## src/include/pwi_defs.vh

```
`ifndef PWI_DEFS_VH
`define PWI_DEFS_VH
`define PWI_ADDR_POWER_OVERRIDE 8'h0e
`define PWI_ADDR_CONVERTER_POWER 8'h0f
`define PWI_ADDR_TIMER_PENDING 8'h12
`define PWI_ADDR_ALARM_PENDING 8'h13
`define PWI_ADDR_TIMER_ENABLE 8'h15
`define PWI_ADDR_ALARM_ENABLE 8'h16
`define PWI_RST_POWER_OVERRIDE 8'h10
`define PWI_RST_CONVERTER_POWER 8'h00
`define PWI_RST_PENDING 8'h00
`define PWI_RST_ENABLE 8'h00
`define PWI_MASK_POWER_OVERRIDE 8'h3b
`define PWI_MASK_CONVERTER_POWER 8'h3f
`define PWI_BIT_METER_ON 5
`define PWI_BIT_BATT_OFF 4
`define PWI_BIT_MON_OFF 3
`define PWI_BIT_BIAS_OFF 1
`define PWI_BIT_IFACE_OFF 0
`define PWI_BIT_ADC_SEL 5
`define PWI_BIT_ADC_PWR 4
`define PWI_BIT_DAC_SEL 3
`define PWI_BIT_DAC_PWR 2
`define PWI_BIT_GM_SEL 1
`define PWI_BIT_GM_PWR 0
`endif

```

## src/rtl/pwi_pending.v

```verilog
`timescale 1ns/1ps
`include "pwi_defs.vh"
// eight sticky pending flags, write-one-to-clear, set wins
module pwi_pending (
	// clock and reset
	input wire mclk_i,
	input wire rst_b_i,
	// events and software clear
	input wire [7:0] event_i,
	input wire [7:0] clear_i,
	// flags
	output reg [7:0] pending_o
);
	genvar g;

	////////////////////////////////////////////////////////////////
	// one flip-flop per flag
	generate
		for (g = 0; g < 8; g = g + 1) begin : flag
			always @(posedge mclk_i) begin
				if (!rst_b_i)
					pending_o[g] <= 1'b0;
				else if (event_i[g])
					pending_o[g] <= 1'b1;
				else if (clear_i[g])
					pending_o[g] <= 1'b0;
			end
		end
	endgenerate
endmodule // pwi_pending

```

## src/rtl/pwi_power_irq.v

```verilog
// The address-and-strobe port is this design's own decision.
`timescale 1ns/1ps
`include "pwi_defs.vh"
// power override and interrupt pending register bank
module pwi_power_irq #(
	parameter HAS_BATT_CONV = 1 // 0 selects the variant without battery converter
) (
	// clock and reset
	input wire mclk_i,
	input wire rst_b_i,
	// register port
	input wire [7:0] addr_i,
	input wire [7:0] wdata_i,
	input wire wr_i,
	input wire rd_i,
	output reg [7:0] rdata_o,
	// event pulses and levels from the analog side (asynchronous)
	input wire [7:0] timer_evt_i,
	input wire [5:0] power_alarm_i,
	input wire hook_i,
	input wire ring_trip_i,
	// power controls
	output reg meter_dac_on_o,
	output reg battery_conv_off_o,
	output reg monitor_conv_off_o,
	output reg line_bias_off_o,
	output reg line_iface_off_o,
	output reg adc_manual_o,
	output reg adc_on_o,
	output reg dac_manual_o,
	output reg dac_on_o,
	output reg transamp_manual_o,
	output reg transamp_on_o,
	// masked pending summaries
	output reg [7:0] timer_irq_o,
	output reg [7:0] alarm_irq_o
);
	reg [7:0] power_override_ctrl;
	reg [7:0] converter_power_ctrl;
	reg [7:0] timer_irq_enable;
	reg [7:0] alarm_irq_enable;
	reg hook_prev;
	reg alarm_prev_valid;
	reg [7:0] alarm_prev;
	reg [7:0] timer_prev;
	reg [7:0] next_rdata;
	wire [7:0] timer_sync;
	wire [7:0] alarm_sync;
	wire [7:0] timer_irq_pending;
	wire [7:0] alarm_line_irq_pending;
	wire [7:0] timer_evt;
	wire [7:0] alarm_evt;
	wire [7:0] timer_clr;
	wire [7:0] alarm_clr;
	wire [7:0] po_read;
	wire meter_dac_force_on;
	wire battery_conv_force_off;
	wire monitor_conv_force_off;
	wire line_bias_force_off;
	wire line_iface_force_off;

	////////////////////////////////////////////////////////////////
	// register map, every register eight bits wide
	//   0x0e power override, reset 0x10
	//     bit 7..6 reserved, read zero, writes dropped
	//     bit 5 meter dac forced on
	//     bit 4 battery converter forced off
	//     bit 3 monitor converter forced off
	//     bit 2 reserved, read zero, writes dropped
	//     bit 1 line bias forced off
	//     bit 0 line interface forced off
	//   0x0f converter power, reset 0x00
	//     bit 7..6 reserved, read zero, writes dropped
	//     bit 5 adc manual select
	//     bit 4 adc manual power
	//     bit 3 dac manual select
	//     bit 2 dac manual power
	//     bit 1 transamp manual select
	//     bit 0 transamp manual power
	//   0x12 timer pending, write one to clear, reset 0x00
	//     bit 7 meter idle timer expired
	//     bit 6 meter active timer expired
	//     bit 5 ring idle timer expired
	//     bit 4 ring active timer expired
	//     bit 3 oscillator b idle timer expired
	//     bit 2 oscillator b active timer expired
	//     bit 1 oscillator a idle timer expired
	//     bit 0 oscillator a active timer expired
	//   0x13 alarm and line pending, write one to clear, reset 0x00
	//     bit 7..2 power alarms six down to one
	//     bit 1 hook change, either direction
	//     bit 0 ring trip
	//   0x15 timer enables, one per timer flag, reset 0x00
	//   0x16 alarm and line enables, one per flag, reset 0x00
	// a force bit at zero hands its circuit to automatic control
	// a power bit only counts while its select bit is set
	// in the variant without battery converter bit 4 of 0x0e
	// reads one whatever was written, and the output stays off
	// pending flags ignore a zero written to them, so software
	// may clear one flag without knowing the state of the others
	// unmapped addresses read zero and ignore writes

	////////////////////////////////////////////////////////////////
	// address decode, shared by the write and clear paths
	wire hit_power_override = (addr_i == `PWI_ADDR_POWER_OVERRIDE);
	wire hit_converter_power = (addr_i == `PWI_ADDR_CONVERTER_POWER);
	wire hit_timer_pending = (addr_i == `PWI_ADDR_TIMER_PENDING);
	wire hit_alarm_pending = (addr_i == `PWI_ADDR_ALARM_PENDING);
	wire hit_timer_enable = (addr_i == `PWI_ADDR_TIMER_ENABLE);
	wire hit_alarm_enable = (addr_i == `PWI_ADDR_ALARM_ENABLE);

	// write strobes per register; one strobe reaches one register
	wire wr_power_override = wr_i & hit_power_override;
	wire wr_converter_power = wr_i & hit_converter_power;
	wire wr_timer_pending = wr_i & hit_timer_pending;
	wire wr_alarm_pending = wr_i & hit_alarm_pending;
	wire wr_timer_enable = wr_i & hit_timer_enable;
	wire wr_alarm_enable = wr_i & hit_alarm_enable;

	// flag names of the timer pending register, msb first
	wire meter_idle_timer_pending = timer_irq_pending[7];
	wire meter_active_timer_pending = timer_irq_pending[6];
	wire ring_idle_timer_pending = timer_irq_pending[5];
	wire ring_active_timer_pending = timer_irq_pending[4];
	wire osc_b_idle_timer_pending = timer_irq_pending[3];
	wire osc_b_active_timer_pending = timer_irq_pending[2];
	wire osc_a_idle_timer_pending = timer_irq_pending[1];
	wire osc_a_active_timer_pending = timer_irq_pending[0];

	// flag names of the alarm and line pending register, msb first
	wire power_alarm_6_pending = alarm_line_irq_pending[7];
	wire power_alarm_5_pending = alarm_line_irq_pending[6];
	wire power_alarm_4_pending = alarm_line_irq_pending[5];
	wire power_alarm_3_pending = alarm_line_irq_pending[4];
	wire power_alarm_2_pending = alarm_line_irq_pending[3];
	wire power_alarm_1_pending = alarm_line_irq_pending[2];
	wire hook_change_pending = alarm_line_irq_pending[1];
	wire ring_trip_pending = alarm_line_irq_pending[0];

	// converter select and power fields
	wire adc_manual_select = converter_power_ctrl[`PWI_BIT_ADC_SEL];
	wire adc_manual_power = converter_power_ctrl[`PWI_BIT_ADC_PWR];
	wire dac_manual_select = converter_power_ctrl[`PWI_BIT_DAC_SEL];
	wire dac_manual_power = converter_power_ctrl[`PWI_BIT_DAC_PWR];
	wire transamp_manual_select = converter_power_ctrl[`PWI_BIT_GM_SEL];
	wire transamp_manual_power = converter_power_ctrl[`PWI_BIT_GM_PWR];

	////////////////////////////////////////////////////////////////
	// synchronise event sources, pins are outside the clock domain
	pwi_sync u_timer_sync (
		.mclk_i(mclk_i),
		.rst_b_i(rst_b_i),
		.async_i(timer_evt_i),
		.sync_o(timer_sync)
	);

	pwi_sync u_alarm_sync (
		.mclk_i(mclk_i),
		.rst_b_i(rst_b_i),
		.async_i({power_alarm_i, hook_i, ring_trip_i}),
		.sync_o(alarm_sync)
	);

	// previous synchronised values for edge detection
	always @(posedge mclk_i) begin
		if (!rst_b_i) begin
			timer_prev <= 8'h00;
			alarm_prev <= 8'h00;
			hook_prev <= 1'b0;
			alarm_prev_valid <= 1'b0;
		end else begin
			timer_prev <= timer_sync;
			alarm_prev <= alarm_sync;
			hook_prev <= alarm_sync[1];
			alarm_prev_valid <= 1'b1;
		end
	end

	// event wiring into the pending flags
	//   timer_evt_i[7..0] feed timer pending bits 7..0 one to one
	//   power_alarm_i[5..0] feed alarm pending bits 7..2
	//   hook_i feeds bit 1 on both edges, off-hook and on-hook
	//   ring_trip_i feeds bit 0 on its rising edge
	// a held level sets its flag once; software clears it and the
	// flag stays clear until the level drops and rises again, or for hook_i until it changes
	// a pulse shorter than one clock may slip past the synchroniser,
	// so sources must hold an event for at least one clock period
	// the pending flip-flop costs one more clock on top of the two stages

	// rising edges set the timer flags
	assign timer_evt = timer_sync & ~timer_prev;
	// alarms and ring trip on rising edge; hook on either edge
	assign alarm_evt[7:2] = alarm_sync[7:2] & ~alarm_prev[7:2];
	assign alarm_evt[1] = alarm_prev_valid & (alarm_sync[1] ^ hook_prev);
	assign alarm_evt[0] = alarm_sync[0] & ~alarm_prev[0];

	////////////////////////////////////////////////////////////////
	// write-one-to-clear decode; a zero bit leaves the flag alone
	assign timer_clr = wr_timer_pending ? wdata_i : 8'h00;
	assign alarm_clr = wr_alarm_pending ? wdata_i : 8'h00;

	pwi_pending u_timer_pending (
		.mclk_i(mclk_i),
		.rst_b_i(rst_b_i),
		.event_i(timer_evt),
		.clear_i(timer_clr),
		.pending_o(timer_irq_pending)
	);

	pwi_pending u_alarm_pending (
		.mclk_i(mclk_i),
		.rst_b_i(rst_b_i),
		.event_i(alarm_evt),
		.clear_i(alarm_clr),
		.pending_o(alarm_line_irq_pending)
	);

	////////////////////////////////////////////////////////////////
	// override register; reserved bits never store
	always @(posedge mclk_i) begin
		if (!rst_b_i)
			power_override_ctrl <= `PWI_RST_POWER_OVERRIDE;
		else if (wr_power_override)
			power_override_ctrl <= wdata_i & `PWI_MASK_POWER_OVERRIDE;
	end

	// converter register; reserved bits never store
	always @(posedge mclk_i) begin
		if (!rst_b_i)
			converter_power_ctrl <= `PWI_RST_CONVERTER_POWER;
		else if (wr_converter_power)
			converter_power_ctrl <= wdata_i & `PWI_MASK_CONVERTER_POWER;
	end

	// timer enables, one per pending flag
	always @(posedge mclk_i) begin
		if (!rst_b_i)
			timer_irq_enable <= `PWI_RST_ENABLE;
		else if (wr_timer_enable)
			timer_irq_enable <= wdata_i;
	end

	// alarm and line enables, one per pending flag
	always @(posedge mclk_i) begin
		if (!rst_b_i)
			alarm_irq_enable <= `PWI_RST_ENABLE;
		else if (wr_alarm_enable)
			alarm_irq_enable <= wdata_i;
	end

	// converter-off bit stuck at one in the variant without converter
	assign battery_conv_force_off = (HAS_BATT_CONV == 0) ? 1'b1 :
		power_override_ctrl[`PWI_BIT_BATT_OFF];
	assign meter_dac_force_on = power_override_ctrl[`PWI_BIT_METER_ON];
	assign monitor_conv_force_off = power_override_ctrl[`PWI_BIT_MON_OFF];
	assign line_bias_force_off = power_override_ctrl[`PWI_BIT_BIAS_OFF];
	assign line_iface_force_off = power_override_ctrl[`PWI_BIT_IFACE_OFF];
	assign po_read = {2'b00, meter_dac_force_on, battery_conv_force_off, monitor_conv_force_off,
		1'b0, line_bias_force_off, line_iface_force_off};

	////////////////////////////////////////////////////////////////
	// read mux; unmapped addresses return zero
	always @* begin
		case (addr_i)
			`PWI_ADDR_POWER_OVERRIDE: next_rdata = po_read;
			`PWI_ADDR_CONVERTER_POWER: next_rdata = converter_power_ctrl;
			`PWI_ADDR_TIMER_PENDING: next_rdata = {meter_idle_timer_pending, meter_active_timer_pending,
				ring_idle_timer_pending, ring_active_timer_pending, osc_b_idle_timer_pending,
				osc_b_active_timer_pending, osc_a_idle_timer_pending, osc_a_active_timer_pending};
			`PWI_ADDR_ALARM_PENDING: next_rdata = {power_alarm_6_pending, power_alarm_5_pending,
				power_alarm_4_pending, power_alarm_3_pending, power_alarm_2_pending, power_alarm_1_pending,
				hook_change_pending, ring_trip_pending};
			`PWI_ADDR_TIMER_ENABLE: next_rdata = timer_irq_enable;
			`PWI_ADDR_ALARM_ENABLE: next_rdata = alarm_irq_enable;
			default: next_rdata = 8'h00;
		endcase
	end

	// read data stand only in the cycle after the strobe
	always @(posedge mclk_i) begin
		if (!rst_b_i)
			rdata_o <= 8'h00;
		else if (rd_i)
			rdata_o <= next_rdata;
		else
			rdata_o <= 8'h00;
	end

	////////////////////////////////////////////////////////////////
	// all outputs come from flip-flops, so each follows its register
	// one clock after the write; the analog side sees no glitches
	// while the register bank decodes a new bus cycle

	// force outputs of the override register
	always @(posedge mclk_i) begin
		if (!rst_b_i) begin
			meter_dac_on_o <= 1'b0;
			battery_conv_off_o <= 1'b0;
			monitor_conv_off_o <= 1'b0;
			line_bias_off_o <= 1'b0;
			line_iface_off_o <= 1'b0;
		end else begin
			meter_dac_on_o <= meter_dac_force_on;
			battery_conv_off_o <= battery_conv_force_off;
			monitor_conv_off_o <= monitor_conv_force_off;
			line_bias_off_o <= line_bias_force_off;
			line_iface_off_o <= line_iface_force_off;
		end
	end

	// converter outputs; a power bit without its select means automatic
	always @(posedge mclk_i) begin
		if (!rst_b_i) begin
			adc_manual_o <= 1'b0;
			adc_on_o <= 1'b0;
			dac_manual_o <= 1'b0;
			dac_on_o <= 1'b0;
			transamp_manual_o <= 1'b0;
			transamp_on_o <= 1'b0;
		end else begin
			adc_manual_o <= adc_manual_select;
			adc_on_o <= adc_manual_select & adc_manual_power;
			dac_manual_o <= dac_manual_select;
			dac_on_o <= dac_manual_select & dac_manual_power;
			transamp_manual_o <= transamp_manual_select;
			transamp_on_o <= transamp_manual_select & transamp_manual_power;
		end
	end

	// masked pending summaries; a zero enable bit hides its flag
	always @(posedge mclk_i) begin
		if (!rst_b_i) begin
			timer_irq_o <= 8'h00;
			alarm_irq_o <= 8'h00;
		end else begin
			timer_irq_o <= timer_irq_pending & timer_irq_enable;
			alarm_irq_o <= alarm_line_irq_pending & alarm_irq_enable;
		end
	end
endmodule // pwi_power_irq

```

## src/rtl/pwi_sync.v

```verilog
`timescale 1ns/1ps
// two-stage synchroniser for a bus of asynchronous levels
module pwi_sync (
	// clock and reset
	input wire mclk_i,
	input wire rst_b_i,
	// levels
	input wire [7:0] async_i,
	output reg [7:0] sync_o
);
	reg [7:0] meta;

	// first stage feeds only the second
	always @(posedge mclk_i) begin
		if (!rst_b_i) begin
			meta <= 8'h00;
			sync_o <= 8'h00;
		end else begin
			meta <= async_i;
			sync_o <= meta;
		end
	end
endmodule // pwi_sync

```

## config.mk

```make
export PLATFORM = sky130hd
export DESIGN_NAME = pwi_power_irq
export DESIGN_NICKNAME = d
export VERILOG_FILES = /design/src/rtl/pwi_pending.v /design/src/rtl/pwi_power_irq.v /design/src/rtl/pwi_sync.v
export VERILOG_INCLUDE_DIRS = /design/src /design/src/include
export SDC_FILE = /design/constraint.sdc
export NUM_CORES = 1
export LEC_CHECK = 0
export ABC_AREA = 1
export ABC_CLOCK_PERIOD_IN_PS = 3500
export BUFFER_PORTS_ARGS = -buffer_cell sky130_fd_sc_hd__buf_2
export CAP_MARGIN = 10
export CORE_AREA = 5 5 123 125
export DETAILED_ROUTE_END_ITERATION = 16
export DIE_AREA = 0 0 128 130
export SYNTH_ARGS = -nofsm -noshare
export SYNTH_HDL_FRONTEND = slang
export SYNTH_HIERARCHICAL = 1
export SYNTH_SLANG_ARGS = --single-unit
export TNS_END_PERCENT = 10
```

## constraint.sdc

```tcl
create_clock -name mclk_i -period 3.5 [get_ports mclk_i]
set_clock_uncertainty 0.2 [all_clocks]
set_input_delay 0.175 -clock mclk_i [delete_from_list [all_inputs] [get_ports mclk_i]]
set_output_delay 0.175 -clock mclk_i [all_outputs]
set_load 0.01 [all_outputs]
```

After elaboration in Yosys (flattened, before gate mapping)
Cells that the tools add are included.

cells by class
  eq/ne operators = 6
  multiplexer cells = 36
  reduce and logical (&&, ||, !) cells = 17
  bitwise operators = 19

operator list
  cell                count
  $pmux 8 s6          1
  $mux 1              33
  $eq 8x5->1 const B  4
  $reduce_bool 2->1   16
  $and 8x8->8         3
  $eq 8x4->1 const B  2
  $mux 8              2
  $and 1x1->1         11
  $not 8->8           1
  $and 6x6->6         1
  $not 6->6           1
  $reduce_and 2->1    1
  $not 1->1           1
  $xor 1x1->1         1

word-level totals
  output and inout port bits = 35
  input bits = 36
  logic and storage cells = 120
  flip-flop bits (word level) = 128

Logic depth before layout (Yosys ltp)
Gate-level depths: netlist of run 1.

  depth in word-level cells = 5
  mapped depth = 10
  mapped depth without buffers = 9

Modules after synthesis
Netlist of run 1, hierarchy kept.

modules (own cells, without submodules)
  module         cells an instance  sequential area each (um^2)  times used  area an instance (um^2)
  pwi_power_irq  452                1581.5                       1           3214.3
  pwi_sync       50                 320.3                        2           484.2
  pwi_pending    41                 160.2                        2           294.0

Worst setup path after synthesis of run 1
No wires, ideal clock.

  kind = in2reg
  start point = input port addr_i[3]
  end point = register timer_irq_enable[0]
  stages on the path = 8
  path buffers = 1
  path slack = 2.216 ns
  required time = 3.168 ns
  library setup time = 0.132 ns
  data arrival time = 0.951 ns
  cells stage by stage = inv_1 nand2_2 nor2_4 and2_4 buf_8 nand2_4 nand2_1 a21oi_1

between the ends
  word-level cells in the longest chain between the ends = 2

RTL lines
  item                  line                 source
  start, declared       pwi_power_irq.v:12   input wire [7:0] addr_i,
  $eq 8x5->1            n/a
  $and 1x1->1           pwi_power_irq.v:117  wire wr_timer_enable = wr_i & hit_timer_enable;
  end signal, assigned  pwi_power_irq.v:238  timer_irq_enable <= `PWI_RST_ENABLE;
  end signal, assigned  pwi_power_irq.v:240  timer_irq_enable <= wdata_i;
  end, declared         pwi_power_irq.v:40   reg [7:0] timer_irq_enable;

Every way passes these cells.
A chain may end at the register's enable or synchronous reset.

Worst setup path in the final report of run 1
  start point = input port rst_b_i
  end point = register alarm_irq_o[1]

RTL lines
  item                  line                 source
  start, declared       pwi_power_irq.v:10   input wire rst_b_i,
  end signal, assigned  pwi_power_irq.v:337  alarm_irq_o <= alarm_line_irq_pending & alarm_irq_enable;
  end, declared         pwi_power_irq.v:36   output reg [7:0] alarm_irq_o

No word-level cell between the ends.

==> run_results.csv, run 1 <==
group,metric,value,unit
outcome,status,"complete, no violations",
logic_synthesis,yosys.area_share.simple,0.261,
detailed_routing,detail_route.wirelength.met1,4890,µm
timing,period_share,0.536,
place,dp_hpwl,7420,µm
logic_synthesis,avgSynthCellArea,7.52,µm²
place,place_congestion,0.851,
logic_synthesis,synth-compound-area-share,0.0645,
cells_and_area,area_growth_syn_to_layout,26.0,%
pwr,cell_internal_pwr,2.60,mW
cells_and_area,instances_no_fill,922,
logic_synthesis,synth_seq_area_share,0.533,
worst_setup_path,critPathRequiredTime,3.54,ns
timing,grt_setup_unrepaired,"no",
worst_setup_path,setup.worst_path.class,"input port to flip-flop",
global_routing,globalRouteOverflowTotal,0,
die,placementRows,43,
die,die-width,128,µm
die,design.die.area,16600,µm²
pwr,design_power_total,3.28,mW
worst_setup_path,critPathCaptureType,"flip-flop",
clocking,cts_sinks,127,
worst_setup_path,slowest_cell_on_the_critical_path,"sky130_fd_sc_hd__inv_1",
detailed_routing,via_count,3846,
clocking,source_to_sink_clock_delay_at_the_later_pin_of_the_worst_skew_pair,0.41,ns
clocking,tritoncts,"built",
worst_setup_path,delay_of_the_slowest_critical_path_stage,0.76,ns
pwr,powerDensity,545,nW/µm²
pwr,pwr-share-seq,0.458,
clocking,clock-root-buffer,"sky130_fd_sc_hd__clkbuf_16",
detailed_routing,route.detailed.wl_per_inst,11.5,µm
logic_synthesis,yosys.area_share.xor_xnor,0,
clocking,cts_buffer_depth,2,
logic_synthesis,ys_seq_elements,127,
cells_and_area,finish.utilization,0.436,
timing,final_period_demand_of_the_worst_path,1.88,ns
pwr,power_frac_comb,0.045,
die,ioPinCount,71,
global_routing,antenna_found_initial,0,
pwr,power.net_switching,680,µW
global_routing,grt_max_degree,49,
timing,report.final.setup_viol,0,
global_routing,gr-usage-all-layers,0.137,
logic_synthesis,post_synth_inst_count,634,
clocking,clk_transition_reported_paths,0.05,ns
logic_synthesis,ys.warnings.count,6,
clocking,htree_levels,4,
detailed_routing,dr.pass1.iters,5,
worst_setup_path,critPathMaxFanout,32,
timing,timing_worst_slew_pin_value,0.964,ns
global_routing,grt_pass1_wl,17600,µm
logic_synthesis,syn-num-nets,670,
global_routing,number_of_global_route_vias_before_repair,3584,
detailed_routing,ant_nets,0,
timing,max_clock_freq,533,MHz
pwr,power.switching_fraction,0.208,
die,fp.coreArea,13800,µm²
worst_hold_path,min-delay-path-class,"input port to flip-flop",
detailed_routing,dr_wl_met3,575,µm
timing,final-hold-violation-count,0,
worst_setup_path,critPathArrivalTime,1.91,ns
timing,setup-tns-final,0,ns
logic_synthesis,post_synth_fa_ha_maj_area_fraction,0,
cells_and_area,diodes,0,
place,dp.cells,866,
place,dpl_cell_area,5210,µm²
cells_and_area,layout-drive-gt1-share,0.171,
detailed_routing,viasPerCell,4.17,
detailed_routing,dr.max_layer_used,"met4",
pwr,ir_drop,0.301,mV
detailed_routing,finalWirelength,10600,µm
flow_run,max_cap_violations,0,
timing,timing.slew.headroom,0.357,
logic_synthesis,netlist_area_before_placement,4770,µm²
pwr,total_leakage_power,2.97,nW
timing,timing_max_transition_violations_final,0,
place,io_buffers,70,
die,floorplan.initialDensity,0.346,
detailed_routing,route.met2.wl,4760,µm
logic_synthesis,number_of_different_library_cells_in_the_post_synthesis_netlist,22,
logic_synthesis,post_synth_mux_area_share,0,
worst_setup_path,start_kind,"input port",
clocking,cts.repair_timing.setup_buffer_count,0,
detailed_routing,drc,0,
die,die_h,130,µm
clocking,cts_made_buffers,17,
detailed_routing,first_iter_violations,189,
logic_synthesis,synth_top_family_by_area,"simple AND/OR/NAND/NOR gates",
cells_and_area,finish.instance_area,6010,µm²
cells_and_area,finalNetCount,766,
worst_setup_path,worstPathCellList,"dlygate4sd3_1 -> buf_2 -> inv_1 -> nor2_1",
pwr,power.clock.fraction,0.496,
## routing by layer
| layer | track usage | vias to the layer above |
|---|---|---|
| met4 | 0.0743 | 0 |
| met3 | 0.0475 | 22 |
| met5 | 0 | - |
| li1 | - | 2071 |
| met1 | 0.170 | 1662 |
| met2 | 0.211 | 91 |
## worst paths after layout
kind                                       start                                end  slack (ns)  depth (start not counted)
max                                      rst_b_i          alarm_irq_o[1]$_SDFF_PN0_        1.62                          4
min                                         wr_i   timer_irq_enable[7]$_SDFFE_PN0P_        0.07                          3
max reg2reg  power_override_ctrl[5]$_SDFFE_PN0P_              rdata_o[5]$_SDFF_PN0_        2.40                          4
min reg2reg      u_alarm_sync/meta[6]$_SDFF_PN0_  u_alarm_sync/sync_o[6]$_SDFF_PN0_        0.21                          2
## placed cells by master, fill, tap and decap left out
master,instances
sky130_fd_sc_hd__a21oi_1,47
sky130_fd_sc_hd__and2_4,1
sky130_fd_sc_hd__buf_2,70
sky130_fd_sc_hd__buf_4,1
sky130_fd_sc_hd__bufinv_16,2
sky130_fd_sc_hd__clkbuf_1,6
sky130_fd_sc_hd__clkbuf_16,17
sky130_fd_sc_hd__clkbuf_8,1
sky130_fd_sc_hd__clkinv_2,4
sky130_fd_sc_hd__clkinvlp_4,1
sky130_fd_sc_hd__dfxtp_1,127
sky130_fd_sc_hd__dlygate4sd3_1,25
sky130_fd_sc_hd__inv_1,135
sky130_fd_sc_hd__inv_2,6
sky130_fd_sc_hd__nand2_1,139
sky130_fd_sc_hd__nand2_2,13
sky130_fd_sc_hd__nand2_4,1
sky130_fd_sc_hd__nand3_1,53
sky130_fd_sc_hd__nand3_2,2
sky130_fd_sc_hd__nor2_1,69
sky130_fd_sc_hd__nor2_2,2
sky130_fd_sc_hd__nor2_4,6
sky130_fd_sc_hd__o211ai_1,1
sky130_fd_sc_hd__o21ai_0,7
sky130_fd_sc_hd__o21ai_1,6
## power by group through the flow
| stage | registers [mW] | logic (mW) | clock network, mW |
|---|---|---|---|
| 5_1_grt | 1.50 | 0.169 | 1.75 |
| 4_1_cts | 1.50 | 0.149 | 1.67 |
| 3_3_place_gp | 1.53 | 0.126 | 0 |
| 2_1_floorplan | 1.52 | 0.0866 | 0 |
| 6_report | 1.50 | 0.148 | 1.63 |
| 3_5_place_dp | 1.53 | 0.127 | 0 |
## final cells by class
type,count,area (µm²)
inverter,141,529
fill,1447,7760
timing repair buffer,96,608
tap,180,225
clock inverter,7,87.6
multi-input combinational,347,1560
sequential,127,2540
clock buffer,24,462
## logic make-up (layout without fill, tap and decap cells)
group | count (synthesis) | in the layout
DFF | 127 | 127
and+or+nand+nor | 286 | 286
AOI/OAI and AO/OA | 61 | 61
buffers and inverters | 160 | 268
## critical path: cells and delay by family
family | cells | cell delay, ns
simple gates | 1 | 0.17
buf+inv | 3 | 1.55
## stage by stage
step                      hold WS (ns)  setup slack (ns)
after floorplan                0.00272              2.22
after global placement           0.158              1.63
after detailed placement         0.158              1.58
after CTS                       0.0455              1.63
after global routing            0.0688              1.47
final                           0.0718              1.62
## state kept, by name, indices dropped and copies added, names as in the netlist, 8 cells and up
| signal | cells |
|---|---|
| alarm_irq_enable | 8 |
| alarm_irq_o | 8 |
| alarm_prev | 8 |
| rdata_o | 8 |
| timer_irq_enable | 8 |
| timer_irq_o | 8 |
| timer_prev | 8 |
| u_alarm_pending/pending_o | 8 |
| u_alarm_sync/meta | 8 |
| u_alarm_sync/sync_o | 8 |
| u_timer_pending/pending_o | 8 |
| u_timer_sync/meta | 8 |
| u_timer_sync/sync_o | 8 |
## cells in the mapped netlist
cell type	number	area [µm²]
sky130_fd_sc_hd__a21oi_1	47	235
sky130_fd_sc_hd__and2_4	1	8.76
sky130_fd_sc_hd__buf_1	1	3.75
sky130_fd_sc_hd__buf_12	2	40.0
sky130_fd_sc_hd__buf_2	5	25.0
sky130_fd_sc_hd__buf_6	3	33.8
sky130_fd_sc_hd__buf_8	1	15.0
sky130_fd_sc_hd__clkbuf_1	7	26.3
sky130_fd_sc_hd__dfxtp_1	127	2540
sky130_fd_sc_hd__inv_1	135	507
sky130_fd_sc_hd__inv_2	6	22.5
sky130_fd_sc_hd__nand2_1	139	522
sky130_fd_sc_hd__nand2_2	13	81.3
sky130_fd_sc_hd__nand2_4	1	11.3
sky130_fd_sc_hd__nand3_1	53	265
sky130_fd_sc_hd__nand3_2	2	20.0
sky130_fd_sc_hd__nor2_1	69	259
sky130_fd_sc_hd__nor2_2	2	12.5
sky130_fd_sc_hd__nor2_4	6	67.6
sky130_fd_sc_hd__o211ai_1	1	7.51
sky130_fd_sc_hd__o21ai_0	7	35.0
sky130_fd_sc_hd__o21ai_1	6	30.0
## what timing repair did
action                     in CTS  in global routing
setup endpoints to repair       0                  0
hold buffers                   25                  0
hold endpoints to repair       51                  0
resized for setup               0                  0
No activity file was read; power rests on OpenSTA's default activity.
==> run 2: changes to the inputs <==
--- a/config.mk
+++ b/config.mk
@@ -7,7 +7,7 @@
 export NUM_CORES = 1
 export LEC_CHECK = 0
 export ABC_AREA = 1
-export ABC_CLOCK_PERIOD_IN_PS = 3500
+export ABC_CLOCK_PERIOD_IN_PS = 1800
 export BUFFER_PORTS_ARGS = -buffer_cell sky130_fd_sc_hd__buf_2
 export CAP_MARGIN = 10
 export CORE_AREA = 5 5 123 125
==> constraint.sdc (replaced) <==
create_clock -name mclk_i -period 1.8 [get_ports mclk_i]
set_clock_uncertainty 0.2 [all_clocks]
set_input_delay 0.09 -clock mclk_i [delete_from_list [all_inputs] [get_ports mclk_i]]
set_output_delay 0.09 -clock mclk_i [all_outputs]
set_load 0.01 [all_outputs]
==> run 2 against run 1 <==
  * Total power increased by 99%
  * Count of clock-buffer cells in the layout decreased by 7
  * Register-to-register slack got worse by 2.0 ns
  * Critical path depth increased by 2
  * Sequential power increased by 95%
  * Routed wire length increased by 2.2%
  * First-iteration DRC count increased by 15%
  * Sequential share of layout area decreased by 1.6 points
  * Non-clock buffer count increased by 23
  * Critical endpoint is now power_override_ctrl[4]$_SDFFE_PN1P_
  * Highest routed layer unchanged
==> run_results.csv, run 2 (synthesis gave the netlist of run 1 again) <==
group,metric,value,unit
outcome,status,"complete, no violations",
cells_and_area,diodes,0,
die,ioPinCount,71,
timing,report.final.setup_viol,0,
die,floorplan.initialDensity,0.346,
pwr,power_frac_comb,0.049,
die,design.die.area,16600,µm²
global_routing,groute.layer.met3.usage,0.0454,
cells_and_area,instances_no_fill,946,
global_routing,antenna_found_initial,0,
timing,max_clock_freq,588,MHz
timing,timing_worst_slew_pin_value,0.389,ns
worst_setup_path,critPathArrivalTime,1.80,ns
cells_and_area,layout-drive-gt1-share,0.188,
global_routing,gr-usage-all-layers,0.139,
clocking,cts_sinks,127,
timing,hold-worst-slack,0.0249,ns
clocking,tritoncts,"built",
pwr,power.switching_fraction,0.241,
global_routing,global_routing_usage_on_met2,0.222,
clocking,htree_levels,4,
detailed_routing,ant_nets,0,
place,dp.cells,876,
place,dpl_cell_area,5290,µm²
pwr,total_leakage_power,3.07,nW
worst_setup_path,setup.worst_path.class,"input port to flip-flop",
cells_and_area,final_cell_mix,"sky130_fd_sc_hd__nand2_1, sky130_fd_sc_hd__inv_1, sky130_fd_sc_hd__dfxtp_1, sky130_fd_sc_hd__buf_2, sky130_fd_sc_hd__nor2_1",
clocking,cts_made_buffers,17,
cells_and_area,register_area,2540,µm²
detailed_routing,via_count,4022,
die,fp.coreArea,13800,µm²
cells_and_area,final_common_cell,"sky130_fd_sc_hd__nand2_1",
cells_and_area,area_growth_syn_to_layout,30.9,%
detailed_routing,viasPerCell,4.25,
place,io_buffers,70,
worst_setup_path,critPathRequiredTime,1.90,ns
clocking,source_to_sink_clock_delay_at_the_later_pin_of_the_worst_skew_pair,0.41,ns
global_routing,gr-max-usage-layer,"met2",
timing,worst_slack,0.0989,ns
timing,final-hold-violation-count,0,
timing,timing.slew.headroom,0.740,
timing,setup-tns-final,0,ns
worst_setup_path,critPathMaxFanout,13,
timing,period_share,0.945,
timing,grt_setup_unrepaired,"no",
detailed_routing,finalWirelength,10800,µm
worst_setup_path,start_kind,"input port",
place,dp_hpwl,7670,µm
global_routing,grt_max_degree,33,
cells_and_area,finish.utilization,0.454,
clocking,clk_transition_reported_paths,0.06,ns
cells_and_area,multi_input_logic_area,1560,µm²
detailed_routing,dr.pass1.iters,4,
place,dpl_worst_slack,0.215,ns
pwr,design_power_total,6.53,mW
global_routing,met1_resource_use_gr,0.175,
cells_and_area,finalNetCount,789,
detailed_routing,first_iter_violations,217,
flow_run,max_cap_violations,0,
pwr,powerDensity,1050,nW/µm²
worst_setup_path,critPathCaptureType,"flip-flop",
pwr,pwr-share-seq,0.446,
global_routing,grt_pass1_wl,18200,µm
cells_and_area,layout.filler_cells,1407,
place,place_congestion,0.888,
worst_hold_path,min-delay-path-class,"input port to flip-flop",
pwr,power.clock.fraction,0.505,
global_routing,globalRouteOverflowTotal,0,
pwr,cell_internal_pwr,4.96,mW
clocking,clock-root-buffer,"sky130_fd_sc_hd__clkbuf_16",
global_routing,number_of_global_route_vias_before_repair,3731,
die,placementRows,43,
die,die_h,130,µm
clocking,cts.repair_timing.setup_buffer_count,0,
cells_and_area,finish.instance_area,6250,µm²
timing,final_period_demand_of_the_worst_path,1.70,ns
timing,timing_max_transition_violations_final,0,
pwr,power.net_switching,1.57,mW
detailed_routing,route.detailed.wl_per_inst,11.4,µm
detailed_routing,drc,0,
die,die-width,128,µm
clocking,cts_buffer_depth,2,
pwr,ir_drop,0.687,mV
==> run 2: changes by cell type in the layout (fill, tap and decap cells not counted), moves of 3 or more <==
cell and delta:
sky130_fd_sc_hd__dlygate4sd3_1 +13, sky130_fd_sc_hd__inv_8 +3, sky130_fd_sc_hd__inv_6 +5, sky130_fd_sc_hd__clkbuf_1 -6
sky130_fd_sc_hd__buf_4 +10
==> run 2: path summary, 6_finish.rpt <==
| kind | end | slack, ns | cells past startpoint | from |
|---|---|---|---|---|
| worst min register to register | u_timer_sync/sync_o[6]$_SDFF_PN0_ | 0.21 | 2 | u_timer_sync/meta[6]$_SDFF_PN0_ |
| worst max-delay path | power_override_ctrl[4]$_SDFFE_PN1P_ | 0.1 | 6 | wr_i |
| worst min-delay path | power_override_ctrl[1]$_SDFFE_PN0P_ | 0.02 | 6 | addr_i[5] |
| worst max register to register | power_override_ctrl[4]$_SDFFE_PN1P_ | 0.45 | 3 | power_override_ctrl[4]$_SDFFE_PN1P_ |
==> run 2: area by class of cell <==
type | instances | area share
timing repair buffer | 119 | 0.130
multi-input combinational | 347 | 0.250
clock inverter | 15 | 0.0238
clock buffer | 17 | 0.0681
inverter | 141 | 0.0847
tap | 180 | 0.0361
sequential | 127 | 0.407
==> run 2: what timing repair did <==
item	in CTS	in global routing
setup endpoints to repair	0	1
hold buffers	38	0
gates resized for setup	0	1
hold endpoints to repair	73	0
==> run 2: power groups by stage <==
stage               Combinational, mW  Sequential (mW)  Clock [mW]
finish                          0.319             2.92        3.29
global placement                0.257             2.98           0
CTS                             0.319             2.91        3.37
global route                    0.363             2.92        3.51
floorplan                       0.168             2.96           0
detailed placement              0.259             2.98           0
==> run 2: per-layer routing <==
metal	vias up	part of all wire
met5	-	0
met4	0	0.030
met3	25	0.068
met2	109	0.46
met1	1769	0.44
li1	2119	-
==> run 2: critical path: stages <==
cell and delay (ns):
sky130_fd_sc_hd__dlygate4sd3_1 0.53, sky130_fd_sc_hd__buf_2 0.29, sky130_fd_sc_hd__nand3_4 0.17, sky130_fd_sc_hd__nand2_1 0.09
sky130_fd_sc_hd__o211ai_1 0.07, sky130_fd_sc_hd__dlygate4sd3_1 0.55
